[src/vss_consts.svh]
// constants for the variable length synchronous serial block
//Contract
//- characters of 1 to 8 bits move on the shared serial clock
//- internal clock selected gives count clock over 2 times (compare plus 2)
//- external clock selected takes the serial clock from the clock pin
//- internal clock comes from an inverting waveform channel paced by channel 0 compare
//- transmission starts only when transmit enabled and buffer holds a character
//- reception starts only when receive and transmit enabled and character pending
//- irq source 0 requests transmit irq when buffer moves into shifter
//- irq source 1 requests transmit irq when shifter finishes its character
//- receive irq requested when finished character moves into receive buffer
//- overrun flagged when next last bit arrives before receive buffer read
//- bit order selects least or most significant bit first
//- optional inversion of serial output and sampled serial input
//- transmit word holds data and length; receive word holds data and error
//- length field bits 10 to 8, zero means 8 bits, else value bits
//- status shows shifter empty, transmit buffer empty, receive buffer full
`ifndef VSS_CONSTS_SVH
`define VSS_CONSTS_SVH
`define VSS_LEN_LSB 8
`define VSS_LEN_MSB 10
`define VSS_ERR_BIT 15
`define VSS_FIFO_DEPTH 16
`define VSS_FIFO_AW 4
`define VSS_CNT_ONE 16'h0001
`define VSS_BITS_EIGHT 4'h8
`endif

[src/vss_pkg.sv]
// types for the variable length synchronous serial block
package vss_pkg;
	typedef enum logic [1:0] {VSS_IDLE, VSS_SHIFT, VSS_DONE} vss_state_t;
endpackage : vss_pkg

[src/vss_fifo.sv]
// small synchronous fifo with valid/ready on both sides
`timescale 1ns/10ps
`default_nettype none
module vss_fifo #(
	parameter int WIDTH = 16,
	parameter int DEPTH = 16,
	parameter int AW = 4
) (
	input wire logic i_sys_clk,
	input wire logic i_rst,
	input wire logic i_ce,
	input wire logic i_in_valid,
	output logic o_in_ready,
	input wire logic [WIDTH-1:0] i_in_data,
	output logic o_out_valid,
	input wire logic i_out_ready,
	output logic [WIDTH-1:0] o_out_data
);
	logic [WIDTH-1:0] mem [DEPTH];
	logic [AW-1:0] wr_ptr;
	logic [AW-1:0] rd_ptr;
	logic [AW:0] count;
	logic push;
	logic pop;
	assign o_in_ready = (count < (AW+1)'(DEPTH));
	assign o_out_valid = (count != '0);
	assign o_out_data = mem[rd_ptr];
	assign push = i_ce && i_in_valid && o_in_ready;
	assign pop = i_ce && o_out_valid && i_out_ready;
	always_ff @(posedge i_sys_clk) begin
		if (push) begin
			mem[wr_ptr] <= i_in_data;
		end
	end
	always_ff @(posedge i_sys_clk or posedge i_rst) begin
		if (i_rst) begin
			wr_ptr <= '0;
			rd_ptr <= '0;
			count <= '0;
		end else begin
			if (push) begin
				wr_ptr <= wr_ptr + 1'b1;
			end
			if (pop) begin
				rd_ptr <= rd_ptr + 1'b1;
			end
			count <= count + (AW+1)'(push) - (AW+1)'(pop);
		end
	end
endmodule : vss_fifo
`default_nettype wire

[src/vss_serial.sv]
// variable length synchronous serial transmitter/receiver
`timescale 1ns/10ps
`default_nettype none
`include "vss_consts.svh"
module vss_serial (
	input wire logic i_sys_clk,
	input wire logic i_rst,
	input wire logic i_ce,
	input wire logic i_clock_source_sel,
	input wire logic i_bit_order_sel,
	input wire logic i_tx_irq_source_sel,
	input wire logic i_tx_enable_flag,
	input wire logic i_rx_enable_flag,
	input wire logic i_tx_polarity_inv,
	input wire logic i_rx_polarity_inv,
	input wire logic [15:0] i_chan0_compare,
	input wire logic i_tx_buffer_valid,
	output logic o_tx_buffer_ready,
	input wire logic [15:0] i_tx_buffer,
	output logic o_rx_buffer_valid,
	input wire logic i_rx_buffer_read,
	output logic [15:0] o_rx_buffer,
	output logic o_tx_buffer_empty,
	output logic o_tx_shift_empty,
	output logic o_rx_buffer_full,
	output logic o_tx_irq_request,
	output logic o_rx_irq_request,
	input wire logic i_serial_clock_pin,
	input wire logic i_serial_in_pin,
	output logic o_serial_clock_pin,
	output logic o_serial_clock_oe,
	output logic o_serial_out_pin
);
	import vss_pkg::*;

	// ****************************************
	// transmit fifo and pin synchronisers
	// ****************************************
	logic fifo_valid;
	logic fifo_pop;
	logic fifo_in_ready;
	logic [15:0] fifo_data;
	vss_fifo #(.WIDTH(16), .DEPTH(`VSS_FIFO_DEPTH), .AW(`VSS_FIFO_AW)) u_fifo (
		.i_sys_clk(i_sys_clk),
		.i_rst(i_rst),
		.i_ce(i_ce),
		.i_in_valid(i_tx_buffer_valid && o_tx_buffer_ready),
		.o_in_ready(fifo_in_ready),
		.i_in_data(i_tx_buffer),
		.o_out_valid(fifo_valid),
		.i_out_ready(fifo_pop),
		.o_out_data(fifo_data)
	);

	logic [1:0] sck_sync;
	logic [1:0] rxd_sync;
	always_ff @(posedge i_sys_clk or posedge i_rst) begin
		if (i_rst) begin
			sck_sync <= '0;
			rxd_sync <= '0;
		end else if (i_ce) begin
			sck_sync <= {sck_sync[0], i_serial_clock_pin};
			rxd_sync <= {rxd_sync[0], i_serial_in_pin};
		end
	end

	// ****************************************
	// internal clock generator
	// ****************************************
	// half period is compare+2 count clocks; runs only while a character shifts
	logic [15:0] div_cnt;
	logic int_sck;
	logic active;
	logic int_tick;
	assign int_tick = active && !i_clock_source_sel && (div_cnt == 16'h0000);
	always_ff @(posedge i_sys_clk or posedge i_rst) begin
		if (i_rst) begin
			div_cnt <= '0;
			int_sck <= 1'b1;
		end else if (i_ce) begin
			if (!active || i_clock_source_sel) begin
				div_cnt <= i_chan0_compare + `VSS_CNT_ONE;
				int_sck <= 1'b1;
			end else if (int_tick) begin
				div_cnt <= i_chan0_compare + `VSS_CNT_ONE;
				int_sck <= ~int_sck;
			end else begin
				div_cnt <= div_cnt - `VSS_CNT_ONE;
			end
		end
	end

	// ****************************************
	// clock edge selection
	// ****************************************
	logic ext_prev;
	logic int_prev;
	logic fall_edge;
	logic rise_edge;
	always_ff @(posedge i_sys_clk or posedge i_rst) begin
		if (i_rst) begin
			ext_prev <= 1'b1;
			int_prev <= 1'b1;
		end else if (i_ce) begin
			ext_prev <= sck_sync[1];
			int_prev <= int_sck;
		end
	end
	always_comb begin
		if (i_clock_source_sel) begin
			fall_edge = ext_prev && !sck_sync[1];
			rise_edge = !ext_prev && sck_sync[1];
		end else begin
			fall_edge = int_prev && !int_sck;
			rise_edge = !int_prev && int_sck;
		end
	end

	// ****************************************
	// shifter
	// ****************************************
	vss_state_t state;
	logic [7:0] tx_shift;
	logic [7:0] rx_shift;
	logic [3:0] bit_len;
	logic [3:0] bit_cnt;
	logic rx_on;
	logic start;
	logic [3:0] next_len;
	logic rx_done;
	assign next_len = (fifo_data[`VSS_LEN_MSB:`VSS_LEN_LSB] == 3'h0) ? `VSS_BITS_EIGHT
		: {1'b0, fifo_data[`VSS_LEN_MSB:`VSS_LEN_LSB]};
	assign start = (state == VSS_IDLE) && i_tx_enable_flag && fifo_valid;
	assign fifo_pop = start;
	assign active = (state == VSS_SHIFT);
	assign rx_done = active && rise_edge && (bit_cnt == bit_len - 4'h1);

	function automatic logic [7:0] align(input logic [7:0] d, input logic [3:0] n, input logic msb);
		logic [7:0] r;
		r = d;
		if (msb) begin
			r = d << (4'h8 - n); // msb first: top of the character leaves first
		end
		return r;
	endfunction : align
	logic [7:0] start_word;
	assign start_word = align(fifo_data[7:0], next_len, i_bit_order_sel);

	always_ff @(posedge i_sys_clk or posedge i_rst) begin
		if (i_rst) begin
			state <= VSS_IDLE;
			tx_shift <= '0;
			rx_shift <= '0;
			bit_len <= '0;
			bit_cnt <= '0;
			rx_on <= 1'b0;
			o_serial_out_pin <= 1'b1;
		end else if (i_ce) begin
			unique case (state)
				VSS_IDLE: begin
					if (start) begin
						tx_shift <= start_word;
						bit_len <= next_len;
						bit_cnt <= '0;
						rx_on <= i_rx_enable_flag;
						o_serial_out_pin <= (i_bit_order_sel ? start_word[7] : start_word[0])
							^ i_tx_polarity_inv;
						state <= VSS_SHIFT;
					end
				end
				VSS_SHIFT: begin
					if (fall_edge && bit_cnt != '0) begin
						o_serial_out_pin <= (i_bit_order_sel ? tx_shift[7] : tx_shift[0])
							^ i_tx_polarity_inv;
					end
					if (rise_edge) begin
						rx_shift <= i_bit_order_sel ? {rx_shift[6:0], rxd_sync[1] ^ i_rx_polarity_inv}
							: {rxd_sync[1] ^ i_rx_polarity_inv, rx_shift[7:1]};
						tx_shift <= i_bit_order_sel ? {tx_shift[6:0], 1'b0} : {1'b0, tx_shift[7:1]};
						bit_cnt <= bit_cnt + 4'h1;
						if (bit_cnt == bit_len - 4'h1) begin
							state <= VSS_DONE;
						end
					end
				end
				VSS_DONE: begin
					state <= VSS_IDLE;
				end
			endcase
		end
	end

	// ****************************************
	// receive buffer, flags, requests
	// ****************************************
	// lsb-first with short length: data sits in the top bits, justify down
	logic [7:0] rx_capture;
	always_comb begin
		rx_capture = i_bit_order_sel ? {rx_shift[6:0], rxd_sync[1] ^ i_rx_polarity_inv}
			: ({rxd_sync[1] ^ i_rx_polarity_inv, rx_shift[7:1]} >> (4'h8 - bit_len));
		if (i_bit_order_sel && bit_len != `VSS_BITS_EIGHT) begin
			rx_capture = rx_capture & ~(8'hff << bit_len);
		end
	end

	always_ff @(posedge i_sys_clk or posedge i_rst) begin
		if (i_rst) begin
			o_rx_buffer <= '0;
			o_rx_buffer_full <= 1'b0;
			o_rx_buffer_valid <= 1'b0;
		end else if (i_ce) begin
			if (rx_done && rx_on) begin // set wins over read
				o_rx_buffer <= {o_rx_buffer_full && !i_rx_buffer_read, 7'h00, rx_capture};
				o_rx_buffer_full <= 1'b1;
				o_rx_buffer_valid <= 1'b1;
			end else if (i_rx_buffer_read) begin
				o_rx_buffer_full <= 1'b0;
				o_rx_buffer_valid <= 1'b0;
			end
		end
	end

	always_ff @(posedge i_sys_clk or posedge i_rst) begin
		if (i_rst) begin
			o_tx_irq_request <= 1'b0;
			o_rx_irq_request <= 1'b0;
			o_tx_buffer_empty <= 1'b1;
			o_tx_shift_empty <= 1'b1;
			o_tx_buffer_ready <= 1'b0;
			o_serial_clock_pin <= 1'b1;
			o_serial_clock_oe <= 1'b0;
		end else if (i_ce) begin
			o_tx_irq_request <= i_tx_irq_source_sel ? (state == VSS_DONE) : start;
			o_rx_irq_request <= rx_done && rx_on;
			o_tx_buffer_empty <= !fifo_valid;
			o_tx_shift_empty <= !(active || start);
			// ready is registered: drop it for a cycle after each push so it never overstates room
			o_tx_buffer_ready <= fifo_in_ready && !(i_tx_buffer_valid && o_tx_buffer_ready);
			o_serial_clock_pin <= int_sck;
			o_serial_clock_oe <= !i_clock_source_sel;
		end
	end
endmodule : vss_serial
`default_nettype wire

[config.mk]
export PLATFORM = sky130hd
export DESIGN_NAME = vss_serial
export DESIGN_NICKNAME = d
export VERILOG_FILES = /design/src/vss_pkg.sv /design/src/vss_fifo.sv /design/src/vss_serial.sv
export VERILOG_INCLUDE_DIRS = /design/src
export SDC_FILE = /design/constraint.sdc
export NUM_CORES = 1
export LEC_CHECK = 0
export BUFFER_PORTS_ARGS = -buffer_cell sky130_fd_sc_hd__buf_4
export CAP_MARGIN = 30
export CORE_MARGIN = 2
export CORE_UTILIZATION = 55
export DETAILED_ROUTE_END_ITERATION = 8
export MAX_ROUTING_LAYER = met4
export PLACE_DENSITY = 0.71
export SYNTH_ARGS = -nofsm -noshare
export SYNTH_HDL_FRONTEND = slang
export SYNTH_SLANG_ARGS = --single-unit
[constraint.sdc]
create_clock -name i_sys_clk -period 4.2 [get_ports i_sys_clk]
set_input_delay 0.42 -clock i_sys_clk [delete_from_list [all_inputs] [get_ports i_sys_clk]]
set_output_delay 0.42 -clock i_sys_clk [all_outputs]
set_load 0.01 [all_outputs]
==> run_results.csv, run 1 <==
group,metric,value,unit
power_and_ir_drop,p_leak,0.00516,uW
worst_setup_path,critPathMaxFanout,14,
drt,routed_wl,25500,um
global_route,grt_pass1_vias,7251,
sta,slew_violations,0,
clock_tree,clk_root_buffer_cell,"clkbuf_16",
floorplanning,dieArea,0.0232,mm2
layout,area_growth,13.5,%
worst_setup_path,crit_required,4.60,ns
outcome,status,"finished clean",
global_route,grt.met3_usage,3.10,%
clock_tree,htreeDepth,1,
worst_hold_path,hold_path_class,"in -> reg",
job,maxCapViolations,0,
global_route,grt_antenna_before_repair,0,
worst_hold_path,worstHoldStart,"i_serial_in_pin",
layout,nFillCells,1621,
drt,vias,7398,
sta,relSlewSlack,36.0,%
worst_setup_path,crit_path_start,"u_fifo.rd_ptr[0]$_DFFE_PP0P_",
power_and_ir_drop,power_density,660,mW/mm2
clock_tree,cts_tree,"built",
yosys,ys_ff_latch,256,
yosys,seq_area_frac_synth,60.2,%
sta,final.setup.tns,0,ns
floorplanning,core,0.0218,mm2
drt,avgViaCountPerCell,5.99,
yosys,syn_area,0.0121,mm2
layout,antennaDiodeCount,0,
global_route,globalRoute.busiestLayer,"met2",
drt,route.detailed.drc,0,
global_route,grt_usage,23.0,%
yosys,synth_edf_count,176,
worst_setup_path,reg2reg_depth,11,
clock_tree,clk_pin_slew_worst_paths,0.06,ns
sta,setup_viol,0,
sta,fmax,0.260,GHz
layout,fin_nets,1007,
yosys,synth.distinct_cells,75,
layout,multiInputGateArea,0.00442,mm2
floorplanning,fp.dieW,152,um
clock_tree,cts_repair_resize_count,0,
global_route,grt_max_degree,40,
clock_tree,cts_buffer_depth,3,
global_route,grt_pass1_wl,41000,um
sta,final.setup_skew,0.00938,ns
yosys,synth_ff_type,"edfxtp_1",
global_route,grt_util_met2,38.6,%
worst_setup_path,endpoint_kind,"flip-flop",
clock_tree,clk_latency,0.54,ns
worst_setup_path,cp-start-kind,"flip-flop",
worst_setup_path,cp-endpoint,"tx_shift[7]$_DFFE_PP0P_",
worst_setup_path,r2r_slack,0.36,ns
sta,hold_viol,0,
drt,wl_per_cell,20.7,um
sta,post-route-min-period,3.84,ns
floorplanning,start_util,55.7,%
worst_setup_path,crit_arrival,4.25,ns
yosys,async_reset_ff_share,31.3,%
sta,whs,0.115,ns
yosys,synth.yosys.warnings,0,
worst_setup_path,r2r-end,"tx_shift[7]$_DFFE_PP0P_",
layout,seqCellArea,0.00730,mm2
place,post-dp-hpwl,16200,um
sta,rsz0062_at_grt,"false",
clock_tree,clock-sinks,256,
drt,first_pass_iters,5,
drt,antenna_left,0,
layout,drive_above_1_share,20.4,%
yosys,syn_area_per_cell,13.9,um2
floorplanning,row_count,54,
drt,drtIter0Drc,599,
floorplanning,io_pins,72,
clock_tree,cts_buffers,27,
worst_setup_path,setup.worst_path.class,"reg -> reg",
worst_setup_path,timing.rr.start,"u_fifo.rd_ptr[0]$_DFFE_PP0P_",
global_route,use_met1,30.8,%
global_route,grt-ovfl-total,0,
place,place.gp.congestion,0.843,
floorplanning,die_h,152,um
sta,period_share,91.5,%
power_and_ir_drop,ir_drop,0.423,mV
yosys,netlist_instances,872,
place,numPortBuffers,59,
sta,worstMarginPinSlew,0.959,ns
synthesized netlist by cell type (13+ instances only):
master | n | area [um2]
edfxtp_1 | 176 | 5290
dfrtp_1 | 74 | 1850
nand2_1 | 72 | 270
inv_1 | 44 | 165
o21ai_0 | 44 | 220
mux4_2 | 38 | 856
nor2_1 | 38 | 143
a21oi_1 | 32 | 160
mux2i_1 | 28 | 280
clkbuf_1 | 25 | 93.8
ha_1 | 24 | 300
nand3_1 | 20 | 100
xnor2_1 | 20 | 175
mux2_2 | 14 | 158
nor3_1 | 14 | 70.1
and2_1 | 13 | 81.3
mux4_1 | 13 | 342
layout by cell type, fill, tap and decap left out, types with 4 or more instances in the layout:
cell / instances
o21ai_0: 44
or3_1: 6
nand2_1: 72
clkinv_2: 7
nor2b_1: 4
clkinv_1: 4
ha_1: 24
nand3_1: 20
o22ai_1: 9
inv_1: 43
xor2_1: 11
o31ai_1: 5
nor3b_1: 5
a211oi_1: 7
mux4_2: 38
a31oi_1: 5
nand4_1: 8
mux2i_1: 28
and2_1: 13
a21oi_1: 32
buf_4: 75
nor2_1: 36
o21ai_1: 9
conb_1: 7
o32ai_1: 4
and3_1: 6
dfstp_2: 6
xnor2_1: 20
a22o_1: 11
nor3_1: 10
dfrtp_1: 73
mux4_1: 13
nand2b_1: 9
clkbuf_16: 27
bufinv_16: 5
a22oi_1: 6
edfxtp_1: 176
mux2_2: 14
timing repair:
| action | CTS | global route |
|---|---|---|
| hold buffers | 1 | 0 |
| setup buffers | 0 | 0 |
| hold endpoints to repair | 17 | 0 |
cell type report:
class,instances,area share [%]
sequential,256,53.0
multi-input combinational,529,32.1
clock buffer,29,4.97
timing repair buffer,77,4.31
tap,280,2.55
clock inverter,20,1.80
inverter,45,1.24
routing by layer:
layer  vias to the layer above  routed length, um
met5                         -                  0
met4                         0                498
met3                        45               1410
met2                       212              12900
met1                      3706              10700
li1                       3435                  -
power breakdown:
| part | total [uW] | leakage (uW) | switching (uW) | internal (uW) |
|---|---|---|---|---|
| logic | 3310 | 0.00213 | 1800 | 1510 |
| registers | 3290 | 0.00258 | 311 | 2980 |
| clock network | 2490 | 0.000454 | 1000 | 1490 |
| total | 9090 | 0.00516 | 3110 | 5980 |
flip-flops by register name, summed over array words and instances (netlist names), 4 cells and up:
register and count:
u_fifo.count 5, u_fifo.rd_ptr 4, div_cnt 16, u_fifo.wr_ptr 4
u_fifo.mem 176, bit_cnt 4, o_rx_buffer 9, rx_shift 8
tx_shift 8, bit_len 4
worst min path at each step:
stage | end | slack, ns | cells after the start
after detailed placement | o_rx_irq_request$_DFFE_PP0P_ | 0.41 | 2
after global placement | o_rx_buffer[3]$_DFFE_PP0P_ | 0.46 | 2
final | rxd_sync[0]$_DFFE_PP0P_ | 0.12 | 2
after CTS | rxd_sync[0]$_DFFE_PP0P_ | 0.1 | 2
after floorplan | sck_sync[1]$_DFFE_PP0P_ | 0.45 | 2
after global routing | rx_on$_DFFE_PP0P_ | 0.11 | 2
kinds of logic after synthesis:
kind of cell / Yosys count / share of synthesized area [%]
xor+xnor: 31 / 2.24
fa+ha+maj: 25 / 2.64
compound gates: 165 / 9.13
flops: 256 / 60.2
simple gates: 207 / 8.33
other cells: 1 / 0.0309
mux: 94 / 13.6
buf+inv: 93 / 3.84
worst max-delay path, cell delays in order (launching register included):
cell	delay, ns
dfrtp_2	0.61
mux4_2	0.55
mux4_2	0.55
inv_1	0.11
ha_1	0.27
inv_1	0.09
o32ai_1	0.44
a211oi_4	0.16
mux2_2	0.33
o21a_1	0.20
a221oi_1	0.29
a21oi_1	0.11
per-stage QoR:
stage / total power, uW / setup slack (ns) / std cells / utilization (%) / cell area [um2]
5_1_grt: 9600 / 0.0663 / 1236 / 63.2 / 13800
3_3_place_gp: 6540 / 0.437 / 1185 / 58.8 / 12800
3_5_place_dp: 6610 / 0.393 / 1186 / 58.9 / 12800
2_1_floorplan: 5900 / 0.370 / 878 / - / 12100
6_report: 9090 / 0.357 / 1236 / 63.2 / 13800
4_1_cts: 9110 / 0.347 / 1236 / 63.2 / 13800
Power figures use the tool's default switching activity.
==> inputs of run 2 (changes only) <==
PLACE_DENSITY = 0.77   (was 0.71)
SETUP_SLACK_MARGIN = 0.15   (was unset)
==> run 2 against run 1 <==
  * Die area unchanged
  * Sequential share of layout area up 0.31 points
  * Clock skew is 0.016 ns higher
  * Clock-buffer cell count up 5
  * Non-clock buffer count did not move
  * Critical path depth unchanged
  * Largest power group is now sequential cells
  * Setup slack improved by 0.063 ns
  * Wire length is 1.0% lower
  * Flip-flop and latch count unchanged
  * First-iteration DRC count grew 14%
  * Clock power down 6%
==> run_results.csv, run 2 (synthesized netlist as in run 1, its figures left out) <==
group,metric,value,unit
sta,rsz0062_at_grt,"false",
global_route,grt_util_met2,37.9,%
worst_setup_path,cp_slowest_cell,"dfrtp_4",
layout,fin_nets,1006,
sta,post-route-min-period,3.78,ns
worst_setup_path,cp.depth,11,
worst_setup_path,timing.rr.start,"u_fifo.rd_ptr[0]$_DFFE_PP0P_",
layout,antennaDiodeCount,0,
layout,final_common_cell,"edfxtp_1",
drt,antenna_left,0,
worst_setup_path,r2r-end,"tx_shift[7]$_DFFE_PP0P_",
floorplanning,row_count,54,
sta,final.setup.tns,0,ns
sta,final.setup_skew,0.0254,ns
drt,route.detailed.drc,0,
place,place.gp.congestion,0.904,
worst_setup_path,reg2reg_depth,11,
floorplanning,die_h,152,um
clock_tree,clk_latency,0.54,ns
layout,area_growth,12.9,%
layout,largest_register,"u_fifo.mem",
drt,routed_wl,25300,um
layout,drive_above_1_share,19.9,%
job,maxCapViolations,0,
layout,largest_reg_flops,176,
clock_tree,cts_repair_resize_count,0,
place,numPortBuffers,59,
worst_setup_path,cp.buffers_inverters,2,
drt,drtIter0Drc,685,
clock_tree,clock-sinks,256,
sta,setup_viol,0,
floorplanning,start_util,55.7,%
global_route,use_met1,29.2,%
worst_setup_path,critPathTopFamily,"multiplexers",
worst_setup_path,setup.worst_path.class,"reg -> reg",
clock_tree,clk_pin_slew_worst_paths,0.06,ns
worst_setup_path,endpoint_kind,"flip-flop",
place,post-dp-hpwl,15800,um
floorplanning,core,0.0218,mm2
clock_tree,cts_hold_buf,0,
worst_setup_path,crit_required,4.59,ns
sta,fmax,0.265,GHz
global_route,grt_max_degree,55,
global_route,grt.met3_usage,3.24,%
clock_tree,cts_buffers,26,
worst_setup_path,slowest_delay,0.58,ns
worst_setup_path,crit_path_start,"u_fifo.rd_ptr[0]$_DFFE_PP0P_",
global_route,grt_antenna_before_repair,0,
sta,hold_viol,0,
power_and_ir_drop,power_density,649,mW/mm2
global_route,grt_pass1_vias,7376,
clock_tree,htreeDepth,1,
layout,layout_common_cells,"edfxtp_1 (176), buf_4 (77), nand2_1 (72), dfrtp_1 (72), o21ai_0 (44)",
floorplanning,io_pins,72,
clock_tree,cts_buffer_depth,3,
worst_setup_path,crit_chain,"mux4_2, mux4_2, inv_1, ha_1, inv_1, o32ai_1, a211oi_4, mux2_2, o21a_1, a221oi_1, a21oi_1",
power_and_ir_drop,p_leak,0.00514,uW
worst_setup_path,r2r_slack,0.42,ns
drt,wl_per_cell,20.5,um
sta,period_share,90.0,%
layout,fin_area,0.0137,mm2
floorplanning,dieArea,0.0232,mm2
worst_setup_path,cp-endpoint,"tx_shift[7]$_DFFE_PP0P_",
worst_hold_path,hold_path_class,"in -> async",
global_route,grt-ovfl-total,0,
worst_setup_path,critPathMaxFanout,15,
sta,relSlewSlack,40.8,%
drt,vias,7497,
worst_setup_path,cp-start-kind,"flip-flop",
drt,avgViaCountPerCell,6.08,
layout,largestRegisters,"u_fifo.mem (176), div_cnt (16), o_rx_buffer (9)",
outcome,status,"finished clean",
drt,first_pass_iters,5,
floorplanning,fp.dieW,152,um
global_route,grt_pass1_wl,40300,um
sta,slew_violations,0,
clock_tree,clk_root_buffer_cell,"clkbuf_16",
global_route,globalRoute.busiestLayer,"met2",
worst_setup_path,crit_arrival,4.17,ns
power_and_ir_drop,ir_drop,0.404,mV
clock_tree,post_cts_buffers,0,
global_route,grt_usage,22.4,%
place,placed_cell_area,0.0128,mm2
clock_tree,cts_tree,"built",
sta,worstMarginPinSlew,0.888,ns
## run 2: cell count changes in the layout (fill, tap and decap cells not counted), moves of 2 or more
| cell | change |
|---|---|
| nor2_1 | +2 |
| clkinvlp_4 | -2 |
| nor3_4 | -2 |
| clkbuf_8 | +2 |
| clkinv_2 | -3 |
| buf_4 | +2 |
| clkbuf_1 | +3 |
| bufinv_16 | -2 |
| nor2_2 | -2 |
| nor3_2 | +2 |
## run 2: stage by stage
stage / setup slack (ns) / instances / total power [uW] / utilization, % / hold slack, ns
3_5_place_dp: 0.275 / 1187 / 6540 / 58.8 / 0.464
6_report: 0.420 / 1233 / 8880 / 62.9 / 0.00498
5_1_grt: 0.185 / 1233 / 9410 / 62.9 / 0.0559
4_1_cts: 0.243 / 1233 / 8890 / 62.9 / 0.0213
2_1_floorplan: 0.370 / 878 / 5900 / - / 0.449
3_3_place_gp: 0.330 / 1187 / 6470 / 58.8 / 0.459
## run 2: worst min-delay path by stage
stage	startpoint	endpoint	slack, ns	cells past startpoint
floorplan	sck_sync[0]$_DFFE_PP0P_	sck_sync[1]$_DFFE_PP0P_	0.45	2
global placement	o_rx_buffer[3]$_DFFE_PP0P_	o_rx_buffer[3]$_DFFE_PP0P_	0.46	2
detailed placement	o_tx_buffer_empty$_DFFE_PP1P_	o_tx_buffer_empty$_DFFE_PP1P_	0.46	2
CTS	i_rst	u_fifo.wr_ptr[1]$_DFFE_PP0P_	0.02	2
global route	i_rst	div_cnt[5]$_DFFE_PP0P_	0.06	2
finish	i_rst	div_cnt[5]$_DFFE_PP0P_	0.005	2
## run 2: layer usage
metal	routed length [um]	vias to the layer above	part of all wire, %
met4	496	0	2.0
met3	1330	42	5.2
met5	0	-	0
met2	12900	275	51
met1	10600	3746	42
li1	-	3434	-
## run 2: cell type report
cell class | instances | area (um2)
tap | 280 | 350
timing repair buffer | 77 | 578
sequential | 256 | 7300
fill | 1575 | 8070
clock inverter | 12 | 159
multi-input combinational | 529 | 4410
inverter | 45 | 170
clock buffer | 34 | 722
## run 2: power by group
part           internal, uW  leakage (uW)  switching (uW)  total, uW
sequential             2980       0.00258             293       3280
clock                  1400      0.000429             938       2340
combinational          1490       0.00213            1780       3270
total                  5870       0.00514            3010       8880
==> inputs of run 3 (changes only) <==
CORE_UTILIZATION = 45   (was 55)
PLACE_DENSITY = 0.66   (was 0.77)
==> run 3 against run 2 <==
  * Largest cell class unchanged
  * Critical endpoint unchanged
  * Clock-buffer cell count did not move
  * Cell area rose by 0.47%
  * First-iteration DRC count rose by 1.9%
  * Worst hold slack improved by 0.11 ns
  * Setup slack improved by 0.0047 ns
  * Non-clock buffer count fell by 4
  * Global-route usage fell by 3.8 points
  * Clock power fell by 3%
==> run_results.csv, run 3 (synthesized netlist as in run 1, its figures left out) <==
group,metric,value,unit
drt,first_pass_iters,7,
global_route,grt_pass1_wl,40000,um
sta,fmax,0.265,GHz
global_route,grt_usage,18.6,%
sta,relSlewSlack,31.6,%
layout,nFillCells,2267,
layout,drive_above_1_share,19.6,%
clock_tree,clock-sinks,256,
global_route,grt_max_degree,37,
outcome,status,"finished clean",
drt,antenna_left,0,
drt,avgViaCountPerCell,5.62,
drt,drtIter0Drc,698,
power_and_ir_drop,switching_share,34.4,%
sta,setup_viol,0,
layout,largest_register,"u_fifo.mem",
worst_setup_path,setup.worst_path.class,"reg -> reg",
clock_tree,clk_pin_slew_worst_paths,0.06,ns
floorplanning,core,0.0267,mm2
global_route,grt_antenna_before_repair,0,
clock_tree,cts_buffers,26,
power_and_ir_drop,ir_drop,0.366,mV
power_and_ir_drop,internal-power,5820,uW
sta,rsz0062_at_grt,"false",
job,maxCapViolations,0,
worst_setup_path,crit_required,4.60,ns
floorplanning,row_count,60,
drt,vias,7251,
floorplanning,dieArea,0.0283,mm2
global_route,grt-ovfl-total,0,
power_and_ir_drop,switchingPower,3050,uW
place,numPortBuffers,59,
floorplanning,io_pins,72,
worst_setup_path,critPathTopFamily,"compound AO/OA/AOI/OAI gates",
sta,slew_violations,0,
worst_setup_path,slowest_delay,0.59,ns
clock_tree,cts_buffer_depth,3,
sta,final.setup.tns,0,ns
place,place.gp.congestion,0.840,
drt,route.detailed.drc,0,
power_and_ir_drop,p_total,8870,uW
power_and_ir_drop,power_density,645,mW/mm2
drt,routed_wl,25100,um
power_and_ir_drop,p_leak,0.00509,uW
sta,worstMarginPinSlew,1.03,ns
sta,hold_viol,0,
layout,seqCellArea,0.00730,mm2
floorplanning,start_util,45.3,%
worst_hold_path,hold_path_class,"in -> reg",
layout,final_util,51.4,%
worst_setup_path,endpoint_kind,"flip-flop",
layout,largest_reg_flops,176,
power_and_ir_drop,power.share.sequential,37.1,%
layout,fin_nets,1002,
worst_setup_path,cp_slowest_cell,"dfrtp_4",
global_route,grt_pass1_vias,7137,
clock_tree,clk_root_buffer_cell,"clkbuf_16",
floorplanning,fp.dieW,168,um
floorplanning,die_h,168,um
sta,final.setup_skew,0.0121,ns
layout,largestRegisters,"u_fifo.mem (176), div_cnt (16), o_rx_buffer (9)",
clock_tree,cts_tree,"built",
power_and_ir_drop,power_frac_clock,25.6,%
sta,post-route-min-period,3.78,ns
sta,period_share,89.9,%
worst_setup_path,cp-start-kind,"flip-flop",
worst_setup_path,crit_arrival,4.17,ns
worst_setup_path,crit_chain,"mux2i_1, a221oi_2, o21ai_1, nand2_1, inv_1, ha_1, nand2b_1, o32ai_2, a211oi_4, mux2_2, o21a_1, a221oi_1, a21oi_1",
clock_tree,clk_latency,0.54,ns
place,post-dp-hpwl,16200,um
worst_setup_path,cp.buffers_inverters,1,
clock_tree,htreeDepth,1,
drt,wl_per_cell,19.5,um
layout,final_common_cell,"edfxtp_1",
worst_setup_path,critPathMaxFanout,16,
layout,layout_common_cells,"edfxtp_1 (176), nand2_1 (72), dfrtp_1 (72)",
layout,multiInputGateArea,0.00445,mm2
layout,antennaDiodeCount,0,
power_and_ir_drop,pwr-share-comb,37.2,%
layout,area_growth,13.5,%
[run 3: through the flow]
| stage | hold WS [ns] | setup slack (ns) | std cells | area [um2] |
|---|---|---|---|---|
| 6_report | 0.119 | 0.425 | 1291 | 13700 |
| 5_1_grt | 0.108 | 0.167 | 1291 | 13700 |
| 4_1_cts | 0.109 | 0.180 | 1291 | 13700 |
| 3_5_place_dp | 0.462 | 0.201 | 1243 | 12900 |
| 3_3_place_gp | 0.459 | 0.306 | 1242 | 12900 |
| 2_1_floorplan | 0.449 | 0.370 | 878 | 12100 |
[run 3: cell type report]
class                      instances  share of cell area, %
clock buffer                      34                   4.95
clock inverter                    13                   1.16
inverter                          45                   1.24
multi-input combinational        529                   32.4
sequential                       256                   53.1
tap                              341                   3.10
timing repair buffer              73                   4.10
[run 3: power groups by stage]
stage,combinational [uW],sequential (uW),clock (uW)
final,3300,3290,2270
after global routing,3620,3340,2440
after CTS,3290,3300,2310
after detailed placement,3270,3340,0
after global placement,3230,3340,0
after floorplan,2690,3210,0
[run 3: timing repair]
action / CTS / global route
endpoints found under the hold margin: 24 / 0
resized for setup: 0 / 3
endpoints found under the setup margin: 0 / 5
hold buffers: 1 / 0
setup buffers: 0 / 0
[run 3: layer usage]
layer  GRT usage [%]  wire, um  up-vias
li1                -         -     3427
met4            4.54       562        0
met3            3.20      1190       39
met1            24.7     11100     3626
met2            30.3     12300      159
met5               -         0        -
[run 3: final timing paths]
| check | start | end | slack (ns) | cells after the start |
|---|---|---|---|---|
| max in group asynchronous | i_rst | o_serial_clock_pin$_DFFE_PP1P_ | 3.05 | 4 |
| worst max register to register | u_fifo.rd_ptr[0]$_DFFE_PP0P_ | tx_shift[7]$_DFFE_PP0P_ | 0.42 | 13 |
| worst min-delay path | i_clock_source_sel | o_serial_clock_oe$_DFFE_PP0P_ | 0.12 | 2 |
| worst min register to register | o_tx_buffer_empty$_DFFE_PP1P_ | o_tx_buffer_empty$_DFFE_PP1P_ | 0.47 | 2 |
| min in group asynchronous | i_rst | div_cnt[3]$_DFFE_PP0P_ | 0.45 | 3 |
| worst max-delay path | u_fifo.rd_ptr[0]$_DFFE_PP0P_ | tx_shift[7]$_DFFE_PP0P_ | 0.42 | 13 |
[run 3: worst register-to-register path, cell delays in order, from the launching register on]
cell and delay [ns]:
dfrtp_4 0.59, mux2i_1 0.18, a221oi_2 0.37, o21ai_1 0.19, nand2_1 0.18, inv_1 0.10
ha_1 0.27, nand2b_1 0.14, o32ai_2 0.10, a211oi_4 0.52, mux2_2 0.43, o21a_1 0.19
a221oi_1 0.28, a21oi_1 0.10
